--- config.mk ---
export PLATFORM = sky130hd
export DESIGN_NAME = pldc_diag
export DESIGN_NICKNAME = d
export VERILOG_FILES = /design/src/pldc_pkg.sv /design/src/pldc_diag.sv
export SDC_FILE = /design/constraint.sdc
export NUM_CORES = 1
export LEC_CHECK = 0
export BUFFER_PORTS_ARGS = -buffer_cell sky130_fd_sc_hd__buf_2
export CAP_MARGIN = 20
export CORE_MARGIN = 10
export CORE_UTILIZATION = 50
export DETAILED_ROUTE_END_ITERATION = 16
export GPL_TIMING_DRIVEN = 0
export PLACE_DENSITY_LB_ADDON = 0.1
export SETUP_SLACK_MARGIN = 0.5
export SYNTH_ARGS = -nofsm -noshare
export SYNTH_HDL_FRONTEND = slang
export SYNTH_SLANG_ARGS = --single-unit
export TNS_END_PERCENT = 5
--- constraint.sdc ---
create_clock -name pclk -period 4.9 [get_ports pclk]
set_input_delay 0.735 -clock pclk [delete_from_list [all_inputs] [get_ports pclk]]
set_output_delay 0.735 -clock pclk [all_outputs]
set_load 0.005 [all_outputs]
--- src/pldc_pkg.sv ---
// How it works
// - loopback bit routes scrambler output straight into descrambler input
// - in loopback collision stays low unless collision test is set
// - loopback sends nothing to the line and powers transmitters down
// - crossover reported in two fields, pair 0:1 and pair 2:3
// - inverted polarity corrected per channel, shown in four status bits
// - channel one polarity bit valid only after negotiation completes
// - channels zero, two, three polarity bits valid only with link up
// - good received packets counted in 48 bits over low, mid, high
// - low read of good counter snapshots mid and high parts
// - high read of good counter subtracts the value taken at the low read
// - crc errors counted in 48 bits over low, mid, high
// - low read of crc counter snapshots mid and high parts
// - high read of crc counter subtracts the value taken at the low read
// - receive errors during data counted in a 16-bit register
// - receive errors during idle counted in a separate 16-bit register
// - transmitted packets counted in 48 bits over low, mid, high
// - low read of transmit counter snapshots mid and high parts
// - high read of transmit counter subtracts the value taken at the low read
// - collision test: collision within 512 bit times, drops within 4; code drops it 100 ns after tx_en falls, within 4 only up to 40 Mb/s
package pldc_pkg;
  localparam logic [11:0] OFF_CTRL      = 12'h000;
  localparam logic [11:0] OFF_STATUS    = 12'h004;
  localparam logic [11:0] OFF_GOOD_LO   = 12'h010;
  localparam logic [11:0] OFF_GOOD_MID  = 12'h014;
  localparam logic [11:0] OFF_GOOD_HI   = 12'h018;
  localparam logic [11:0] OFF_CRC_LO    = 12'h020;
  localparam logic [11:0] OFF_CRC_MID   = 12'h024;
  localparam logic [11:0] OFF_CRC_HI    = 12'h028;
  localparam logic [11:0] OFF_TX_LO     = 12'h030;
  localparam logic [11:0] OFF_TX_MID    = 12'h034;
  localparam logic [11:0] OFF_TX_HI     = 12'h038;
  localparam logic [11:0] OFF_RXE_DATA  = 12'h040;
  localparam logic [11:0] OFF_RXE_IDLE  = 12'h044;
  // control field positions
  localparam int CTRL_LOOPBACK = 0;
  localparam int CTRL_COL_TEST = 1;
  // status field positions
  localparam int ST_POL_LSB  = 0;
  localparam int ST_XA_LSB   = 4;
  localparam int ST_XB_LSB   = 6;
  localparam int ST_LINK     = 8;
  localparam int ST_AN_DONE  = 9;
  localparam logic [1:0] CTRL_RESET = 2'h0;
  localparam int COUNT_RESET = 0;
  // collision-test timing; one 100 ns cycle is well inside 512 bit times at any speed, but inside 4 bit times only up to 40 Mb/s
  localparam int COL_ASSERT_BITS  = 512;
  localparam int COL_RELEASE_BITS = 4;
  localparam int CLK_NS = 100;
  localparam int COL_DELAY_CYC = 1;
  localparam logic [31:0] UNMAPPED_DATA = 32'h0000_0000;

  typedef struct packed {
    logic [3:0] pol_flip;
    logic [1:0] crossed_pair_a_status;
    logic [1:0] crossed_pair_b_status;
    logic       link_up;
    logic       an_done;
  } pldc_status_t;

  typedef struct packed {
    logic       good_pkt;
    logic       crc_err;
    logic       tx_pkt;
    logic       rxerr_data;
    logic       rxerr_idle;
  } pldc_events_t;
endpackage

--- src/pldc_diag.sv ---
// Implementation choices: the APB slave port and the placing of the registers.
`timescale 1ns/10ps
module pldc_diag #(
  parameter int WIDE = 48,
  parameter int NARROW = 16
) (
  input  wire logic                  pclk,        // 10 MHz bus clock
  input  wire logic                  presetn,     // async reset, low
  input  wire logic                  psel,        // apb select
  input  wire logic                  penable,     // apb enable
  input  wire logic                  pwrite,      // apb direction
  input  wire logic [11:0]           paddr,       // apb byte address
  input  wire logic [31:0]           pwdata,      // apb write data
  output logic      [31:0]           prdata,      // apb read data
  output logic                       pready,      // apb ready
  output logic                       pslverr,     // apb error
  input  wire logic [7:0]            scr_data,    // scrambler output
  input  wire logic [7:0]            line_rx,     // data from line receiver
  output logic      [7:0]            descr_in,    // descrambler input
  output logic      [7:0]            line_tx,     // data to line driver
  output logic                       tx_power_dn, // line transmitters off
  input  wire logic                  tx_en,       // mac transmit enable
  input  wire logic                  col_raw,     // line collision detector
  output logic                       col,         // collision to mac
  input  wire pldc_pkg::pldc_status_t stat_in,    // pma status levels
  input  wire pldc_pkg::pldc_events_t events      // one-cycle count strobes
);
  logic [1:0]  ctrl;
  logic        loopback;
  logic        col_test;
  logic        access;
  logic        rd_acc;
  logic        rd_set;
  logic [2:0]  rd_lo;
  logic [2:0]  rd_hi;
  logic [WIDE-1:0]   cnt   [3];
  logic [WIDE-17:0]  snap  [3];
  logic [NARROW-1:0] err_data;
  logic [NARROW-1:0] err_idle;
  logic [2:0]  wide_ev;
  logic [9:0]  status_word;
  localparam int COL_W = 4;
  logic [COL_W-1:0] col_cnt;

  assign loopback = ctrl[pldc_pkg::CTRL_LOOPBACK];
  assign col_test = ctrl[pldc_pkg::CTRL_COL_TEST];
  assign access   = psel & penable;
  assign rd_acc   = access & ~pwrite;
  assign rd_set   = psel & ~penable & ~pwrite;
  assign wide_ev  = {events.tx_pkt, events.crc_err, events.good_pkt};

  // snapshot at the setup edge, the same edge that loads the low part into
  // prdata, so an event in the setup cycle is not subtracted unreported
  assign rd_lo = {rd_set && paddr == pldc_pkg::OFF_TX_LO,
                  rd_set && paddr == pldc_pkg::OFF_CRC_LO,
                  rd_set && paddr == pldc_pkg::OFF_GOOD_LO};
  assign rd_hi = {rd_acc && paddr == pldc_pkg::OFF_TX_HI,
                  rd_acc && paddr == pldc_pkg::OFF_CRC_HI,
                  rd_acc && paddr == pldc_pkg::OFF_GOOD_HI};

  function automatic logic [NARROW-1:0] sat_inc16(input logic [NARROW-1:0] v);
    sat_inc16 = (&v) ? v : v + 1'b1;
  endfunction

  // polarity bits are gated until their qualifying status is reached
  always_comb begin
    status_word = '0;
    status_word[pldc_pkg::ST_POL_LSB+1] = stat_in.pol_flip[1] & stat_in.an_done;
    status_word[pldc_pkg::ST_POL_LSB+0] = stat_in.pol_flip[0] & stat_in.link_up;
    status_word[pldc_pkg::ST_POL_LSB+2] = stat_in.pol_flip[2] & stat_in.link_up;
    status_word[pldc_pkg::ST_POL_LSB+3] = stat_in.pol_flip[3] & stat_in.link_up;
    status_word[pldc_pkg::ST_XA_LSB +: 2] = stat_in.crossed_pair_a_status;
    status_word[pldc_pkg::ST_XB_LSB +: 2] = stat_in.crossed_pair_b_status;
    status_word[pldc_pkg::ST_LINK]   = stat_in.link_up;
    status_word[pldc_pkg::ST_AN_DONE] = stat_in.an_done;
  end

  // control register write
  always_ff @(posedge pclk or negedge presetn) begin
    if (!presetn) begin
      ctrl <= pldc_pkg::CTRL_RESET;
    end else if (access && pwrite && paddr == pldc_pkg::OFF_CTRL) begin
      ctrl <= pwdata[1:0];
    end
  end

  // apb answers in the access cycle's next edge; no wait state
  always_ff @(posedge pclk or negedge presetn) begin
    if (!presetn) begin
      pready  <= 1'b0;
      pslverr <= 1'b0;
      prdata  <= pldc_pkg::UNMAPPED_DATA;
    end else begin
      pready  <= psel & ~penable;
      pslverr <= 1'b0;
      if (psel && !penable && !pwrite) begin
        unique case (paddr)
          pldc_pkg::OFF_CTRL:     prdata <= {30'h0, ctrl};
          pldc_pkg::OFF_STATUS:   prdata <= {22'h0, status_word};
          pldc_pkg::OFF_GOOD_LO:  prdata <= {16'h0, cnt[0][15:0]};
          pldc_pkg::OFF_GOOD_MID: prdata <= {16'h0, snap[0][15:0]};
          pldc_pkg::OFF_GOOD_HI:  prdata <= {16'h0, snap[0][31:16]};
          pldc_pkg::OFF_CRC_LO:   prdata <= {16'h0, cnt[1][15:0]};
          pldc_pkg::OFF_CRC_MID:  prdata <= {16'h0, snap[1][15:0]};
          pldc_pkg::OFF_CRC_HI:   prdata <= {16'h0, snap[1][31:16]};
          pldc_pkg::OFF_TX_LO:    prdata <= {16'h0, cnt[2][15:0]};
          pldc_pkg::OFF_TX_MID:   prdata <= {16'h0, snap[2][15:0]};
          pldc_pkg::OFF_TX_HI:    prdata <= {16'h0, snap[2][31:16]};
          pldc_pkg::OFF_RXE_DATA: prdata <= {16'h0, err_data};
          pldc_pkg::OFF_RXE_IDLE: prdata <= {16'h0, err_idle};
          default:                prdata <= pldc_pkg::UNMAPPED_DATA;
        endcase
      end
    end
  end

  // wide counters: low read snapshots upper parts and subtracts the reported
  // value on the high read, so events after the snapshot are kept
  genvar g;
  generate
    for (g = 0; g < 3; g++) begin : g_wide
      logic [WIDE-1:0] taken;
      logic [WIDE-1:0] next_cnt;
      always_comb begin
        next_cnt = cnt[g];
        if (rd_hi[g]) begin
          next_cnt = cnt[g] - taken;
        end
        if (wide_ev[g] && !(&next_cnt)) begin
          next_cnt = next_cnt + 1'b1;
        end
      end
      always_ff @(posedge pclk or negedge presetn) begin
        if (!presetn) begin
          cnt[g]  <= '0;
          snap[g] <= '0;
          taken   <= '0;
        end else begin
          cnt[g] <= next_cnt;
          if (rd_lo[g]) begin
            snap[g] <= cnt[g][WIDE-1:16];
            taken   <= cnt[g];
          end else if (rd_hi[g]) begin
            taken   <= '0;
          end
        end
      end
    end
  endgenerate

  // receive error counters
  always_ff @(posedge pclk or negedge presetn) begin
    if (!presetn) begin
      err_data <= '0;
      err_idle <= '0;
    end else begin
      if (events.rxerr_data) err_data <= sat_inc16(err_data);
      if (events.rxerr_idle) err_idle <= sat_inc16(err_idle);
    end
  end

  // datapath steering in loopback
  always_ff @(posedge pclk or negedge presetn) begin
    if (!presetn) begin
      descr_in    <= 8'h00;
      line_tx     <= 8'h00;
      tx_power_dn <= 1'b0;
    end else begin
      descr_in    <= loopback ? scr_data : line_rx;
      line_tx     <= loopback ? 8'h00 : scr_data;
      tx_power_dn <= loopback;
    end
  end

  // collision: test mode follows tx_en after a short count, one cycle
  // is well inside 512 bit times at every speed so the bound is comfortably met
  always_ff @(posedge pclk or negedge presetn) begin
    if (!presetn) begin
      col_cnt <= '0;
      col     <= 1'b0;
    end else if (col_test) begin
      if (!tx_en) begin
        col_cnt <= '0;
        col     <= 1'b0;
      end else if (col_cnt >= COL_W'(pldc_pkg::COL_DELAY_CYC - 1)) begin
        col <= 1'b1;
      end else begin
        col_cnt <= col_cnt + 1'b1;
      end
    end else begin
      col_cnt <= '0;
      col     <= loopback ? 1'b0 : col_raw;
    end
  end
endmodule

==> impl_metrics.tcl, run 1 <==
set metrics [dict create \
    outcome "finished clean" \
    drive_above_1_share_pct 21.7 \
    critPathKind "in -> reg" \
    avgRoutedWirePerCell_um 24.9 \
    power.share.combinational_pct 17.7 \
    ant_nets 0 \
    utilization_pct 60.4 \
    synth_area_mm2 0.0325 \
    avgViaCountPerCell 6.38 \
    hpwl_mm 92.2 \
    p_sw_share_pct 31.4 \
    nNetsFinal 4187 \
    hold_class "in -> async" \
    fillerInstances 5645 \
    syn_inst 3665 \
    critPathLaunchType "input pin" \
    core_mm2 0.0643 \
    diodes 0 \
    start_util_pct 50.4 \
    rsz0062_at_grt "yes" \
    synth_area_per_cell_um2 8.86 \
    cts_tree "done" \
    drtPass1Iterations 8 \
    crit_path_end_kind "flop" \
    clk_pin_slew_ns 0.06 \
    leakage_nw 17.4 \
    worst_slack_ns 0.165 \
    yosysTopAreaCellShare_pct 34.9 \
    yosysTopAreaCell "dfrtp_1" \
    clk_latency_ns 0.64 \
    io-pin-count 134 \
    first_iter_violations 3048 \
    grt_first_pass_wirelength_mm 180 \
    cts_inserted_buffers 54 \
    cp.required_ns 5.39 \
    area_delta_synth_final_pct 19.8 \
    synth-seq-cells 453 \
    synth_async_sr_flop_share_pct 100 \
    die-area_mm2 0.0755 \
    vias 30965 \
    drc 0 \
    dieWidth_um 275 \
    clock-root-buffer "clkbuf_16" \
    grt_util_all_layers_pct 30.8 \
    place_ws_ns -2.41 \
    synth_area_leaders "dfrtp_1 (35%), ha_1 (5.6%), mux2_2 (4.4%), nand2_1 (4.3%), xnor2_1 (4.0%)" \
    p_int_mw 7.13 \
    yosysSeqAreaShare_pct 34.9 \
    fmax_mhz 211 \
    worstPathMaxFanout 8 \
    slew-limit-headroom_pct 30.2 \
    wl_mm 121 \
    min_period_ns 4.73 \
    grt_pass1_vias 29193 \
    worstMarginPinSlew_ns 1.04 \
    synth-main-ff-cell "dfrtp_1" \
    place.gp.congestion 0.983 \
    ys_types 106 \
    cts.sinks 453 \
    grt_max_degree 116 \
    fp.dieH_um 275 \
    antenna_found_initial 3 \
    ctsHtreeMaxLevel 2 \
    synth-warning-count 0 \
    grt-ovfl-total 0 \
    setup_violations 0 \
    crit_arrival_ns 5.23 \
    fp-row-count 93 \
    power_frac_seq_pct 40.7 \
    port_buffers 84 \
    vdd_ir_drop_max_uv 361 \
    skew_ns 0.0242 \
    pwr_density_cell_mw_per_mm2 267 \
    cts.path.max_buffers 3 \
    finalCritPeriodShare_pct 96.6 \
    hold_viol 0 \
    power.share.clock_pct 41.6 \
    final_max_slew_viol_count 0 \
    p_sw_mw 3.26 \
    maxCapViolations 0 \
    synth-edff-count 0 \
]
-- worst max-delay path, cell delays in order --
cell       delay, ns
buf_6           0.12
nand2b_4        0.17
or3_4           0.39
or2_1           0.25
buf_6           0.12
buf_12          0.13
buf_12          0.12
clkbuf_16       0.14
clkbuf_16       0.15
o21ai_4         0.17
ha_4            0.19
nand3_2         0.08
nor2_2          0.11
a41oi_2         0.06
a2111oi_4       0.33
or3b_4          0.46
nor4bb_4        0.34
nand4b_1        0.23
o31ai_4         0.36
buf_12          0.17
or2_4           0.15
nor4_2          0.05
xor2_1          0.17
-- flip-flops by register name, summed over array words and instances, names as in the netlist --
name and count:
g_wide.taken 144, col 1, err_idle 16, err_data 16, prdata 16, cnt 144
descr_in 8, tx_power_dn 1, line_tx 8, pready 1, snap 96, ctrl 2
-- cells in the mapped netlist (41+ instances only) --
cell type / n
a21o_1: 46
mux2i_1: 83
nand4_1: 103
clkbuf_1: 142
nor2_1: 222
nor3_1: 89
xnor2_1: 147
ha_1: 146
xor2_1: 89
inv_1: 171
dfrtp_1: 453
mux2_2: 127
and3_1: 52
nand3_1: 115
o31ai_1: 63
o21a_1: 41
a21oi_1: 222
o21ai_0: 158
a22o_1: 120
a22oi_1: 45
nand2_1: 375
or3_1: 42
-- path summary, 6_finish.rpt --
| path | start | end | slack (ns) | depth (start not counted) |
|---|---|---|---|---|
| setup / recovery | paddr[5] | cnt[111] | 0.17 | 23 |
| hold / removal | presetn | g_wide[2].taken[21] | 0.02 | 1 |
| setup reg to reg | cnt[22] | cnt[18] | 0.19 | 18 |
| hold reg to reg | ctrl[0] | tx_power_dn | 0.38 | 0 |
| max in group asynchronous | presetn | cnt[99] | 2.91 | 4 |
| min in group pclk | line_rx[3] | descr_in[3] | 0.34 | 2 |
-- area by class of cell --
| cell class | count | area [um2] | area share, % |
|---|---|---|---|
| Clock buffer | 63 | 1450 | 3.72 |
| Buffer | 209 | 1190 | 3.06 |
| Inverter | 171 | 642 | 1.65 |
| Tap cell | 855 | 1070 | 2.75 |
| Timing Repair Buffer | 219 | 1600 | 4.12 |
| Clock inverter | 38 | 432 | 1.11 |
| Sequential cell | 453 | 11400 | 29.3 |
| Multi-Input combinational cell | 2848 | 21100 | 54.3 |
-- kinds of logic (layout without fill, tap and decap cells) --
| logic type | count (synthesis) | count (layout) | synth area share, % |
|---|---|---|---|
| and+or+nand+nor | 1236 | 1236 | 19.4 |
| AOI/OAI and AO/OA | 1000 | 1000 | 21.6 |
| DFF | 453 | 453 | 34.9 |
| buffers and inverters | 380 | 700 | 4.89 |
| xor gates and xnor gates | 236 | 236 | 6.37 |
| muxes | 210 | 210 | 6.97 |
| adders and majority gates | 149 | 149 | 5.81 |
| other | 1 | 17 | 0.0116 |
-- cell usage in the layout, fill, tap and decap left out, types with 49 or more instances in the layout --
cell         n
dfrtp_1    420
nand2_1    369
nor2_1     209
a21oi_1    203
inv_1      168
buf_4      144
xnor2_1    143
o21ai_0    132
mux2_2     127
ha_1       125
a22o_1     120
buf_2      107
nand4_1    103
nand3_1    103
clkbuf_1    93
xor2_1      88
nor3_1      77
mux2i_1     75
o31ai_1     59
clkbuf_16   58
and3_1      49
-- routing by layer --
layer  GRT usage (%)  part of all wire [%]
met2            47.8                    45
met5               0                 0.026
met1            42.8                    44
met4            9.46                   3.3
met3            5.90                   8.6
-- stage by stage --
| stage | hold WS [ns] | total power [mW] | TNS [ns] | area [um2] | instances |
|---|---|---|---|---|---|
| 3_5_place_dp | 0.360 | 5.81 | -209.03 | 34200 | 4628 |
| 6_report | 0.0216 | 10.4 | 0 | 38900 | 4856 |
| 4_1_cts | 0.0440 | 10.3 | 0 | 37600 | 4798 |
| 3_3_place_gp | 0.355 | 5.77 | -3035.58 | 34100 | 4620 |
| 5_1_grt | 0.0672 | 10.8 | 0 | 38900 | 4856 |
| 2_1_floorplan | 0.352 | 5.21 | -0.226 | 32600 | 3681 |
-- power by group through the flow --
stage	combinational [mW]	sequential (mW)	clock, mW
floorplan	1.08	4.13	0
global placement	1.49	4.29	0
detailed placement	1.52	4.29	0
CTS	1.69	4.21	4.36
global route	2.01	4.24	4.52
finish	1.84	4.22	4.32
-- timing repair --
item	4_1_cts	5_1_grt
setup buffers	69	57
gates resized for setup	223	233
gates cloned	0	1
pin swaps	54	69
hold buffers	0	0
setup endpoints to repair	144	142
Note: power is estimated with default switching activity, not from simulation.
==> inputs of run 2 (changes only) <==
Settings changed: BUFFER_PORTS_ARGS -buffer_cell sky130_fd_sc_hd__buf_2 to -buffer_cell sky130_fd_sc_hd__buf_4, CORE_ASPECT_RATIO set to 1.2.
==> impl_metrics.tcl, run 2 (synthesis gave the netlist of run 1 again) <==
set metrics [dict create \
    outcome "finished clean" \
    reg_top3 "cnt x144, g_wide.taken x144, snap x96" \
    layout_commonest_cell "dfrtp_1" \
    finalSetupTns_ns 0 \
    nNetsFinal 4219 \
    vias 30899 \
    fin_area_mm2 0.0396 \
    min_period_ns 4.80 \
    clock-root-buffer "clkbuf_16" \
    drc 0 \
    clk_pin_slew_ns 0.06 \
    fillerInstances 5677 \
    start_util_pct 50.4 \
    slowest_stage "or4_4" \
    worstMarginPinSlew_ns 1.01 \
    worstPathMaxFanout 5 \
    maxCapViolations 0 \
    avgViaCountPerCell 6.36 \
    crit_path_end_kind "flop" \
    io-pin-count 134 \
    cts_inserted_buffers 50 \
    drive_above_1_share_pct 23.0 \
    ctsHtreeMaxLevel 2 \
    critPathMaxStageDelay_ns 0.55 \
    hold_viol 0 \
    skew_ns 0.0217 \
    vdd_ir_drop_max_uv 283 \
    fmax_mhz 208 \
    antenna_found_initial 0 \
    fp-row-count 102 \
    placed_area_mm2 0.0344 \
    slew-limit-headroom_pct 32.4 \
    rsz0062_at_grt "yes" \
    place.gp.congestion 1.02 \
    cts.path.max_buffers 3 \
    avgRoutedWirePerCell_um 25.2 \
    final_max_slew_viol_count 0 \
    critPathLaunchType "flop" \
    critical_path_buf_inv_count 3 \
    clk_latency_ns 0.62 \
    grt-ovfl-total 0 \
    crit_chain "inv_2 > ha_4 > inv_2 > fa_2 > a21oi_4 > o21ai_4 > a211oi_4 > o21ai_2 > a211oi_4 > xnor2_1 > mux2i_2 > or4_4 > or4_4 > buf_6 > or4_4 > nor3_4 > nand2b_1 > xor2_1" \
    hpwl_mm 93.6 \
    finalCritPeriodShare_pct 98.0 \
    area_delta_synth_final_pct 22.1 \
    first_iter_violations 2934 \
    critPathKind "reg -> reg" \
    crit_family "simple AND/OR/NAND/NOR gates" \
    crit_arrival_ns 5.28 \
    drtPass1Iterations 9 \
    cp.required_ns 5.38 \
    cts_tree "done" \
    setup_violations 0 \
    final_cell_mix "dfrtp_1 (415), nand2_1 (369), buf_4 (253)" \
    port_buffers 84 \
    die-area_mm2 0.0755 \
    hold_class "in -> reg" \
    multi_input_area_mm2 0.0214 \
    cpMostUsedCell "or4_4" \
    leakage_nw 17.8 \
    dieWidth_um 253 \
    register_area_mm2 0.0114 \
    pwr_density_cell_mw_per_mm2 255 \
    grt_max_degree 120 \
    cts.sinks 453 \
    grt_first_pass_wirelength_mm 180 \
    core_mm2 0.0644 \
    wl_mm 122 \
    grt_util_all_layers_pct 30.8 \
    ant_nets 0 \
    grt_pass1_vias 29547 \
    fp.dieH_um 299 \
]
## run 2: cell types whose count changed in the layout (fill, tap and decap cells not counted), sizes merged
cell | previous run | this run
buf | 280 | 326
bufinv | 6 | 5
clkbuf | 211 | 206
clkinv | 13 | 9
clkinvlp | 12 | 3
diode | 0 | 2
dlygate4sd3 | 0 | 1
inv | 178 | 175
## run 2: path summary, 6_finish.rpt
check	start	endpoint	slack, ns	cells past startpoint
worst max-delay path	cnt[96]	cnt[142]	0.1	18
worst min-delay path	penable	pready	0.31	2
worst max register to register	cnt[96]	cnt[142]	0.1	18
worst min register to register	ctrl[0]	tx_power_dn	0.37	0
max in group asynchronous	presetn	cnt[134]	2.53	5
min in group asynchronous	presetn	g_wide[2].taken[42]	0.54	2
## run 2: layout make-up
type / instances / share of cell area (%)
clock buffers: 69 / 3.57
repair buffers: 255 / 5.36
inverters: 171 / 1.62
multi-input cells: 2848 / 54.1
plain buffers: 209 / 3.32
diodes: 2 / 0.0126
well taps: 832 / 2.63
flip-flops and latches: 453 / 28.7
clock inverters: 21 / 0.704
## run 2: through the flow
step                setup WS, ns  cells  power (mW)  hold WS [ns]  util, %
global placement           -2.24   4597        5.79         0.356     53.2
finish                    0.0993   4860        10.1         0.309     61.5
global route            -0.00859   4858        10.5         0.313     61.5
detailed placement         -2.26   4605        5.82         0.359     53.4
CTS                       0.0311   4751        9.91         0.288     58.4
floorplan                -0.0495   3681        5.21         0.352        -
## run 2: timing repair
item | CTS | global route
hold buffers | 1 | 0
setup buffers | 55 | 106
gates resized for setup | 215 | 374
setup endpoints to repair | 144 | 144
cloned | 0 | 1
pin swaps | 50 | 101
hold endpoints to repair | 20 | 0
## run 2: report_power, final
part / internal [mW] / switching [mW] / total [mW]
clock: 2.29 / 1.68 / 3.97
combinational: 0.805 / 1.08 / 1.89
sequential: 3.91 / 0.334 / 4.24
## run 2: routing by layer
layer,global-route usage (%),share of wire [%],vias up
met5,0,0,-
met4,19.1,7.0,0
met3,3.90,6.3,393
met2,51.0,47,1296
met1,37.8,39,15033
li1,-,-,14177
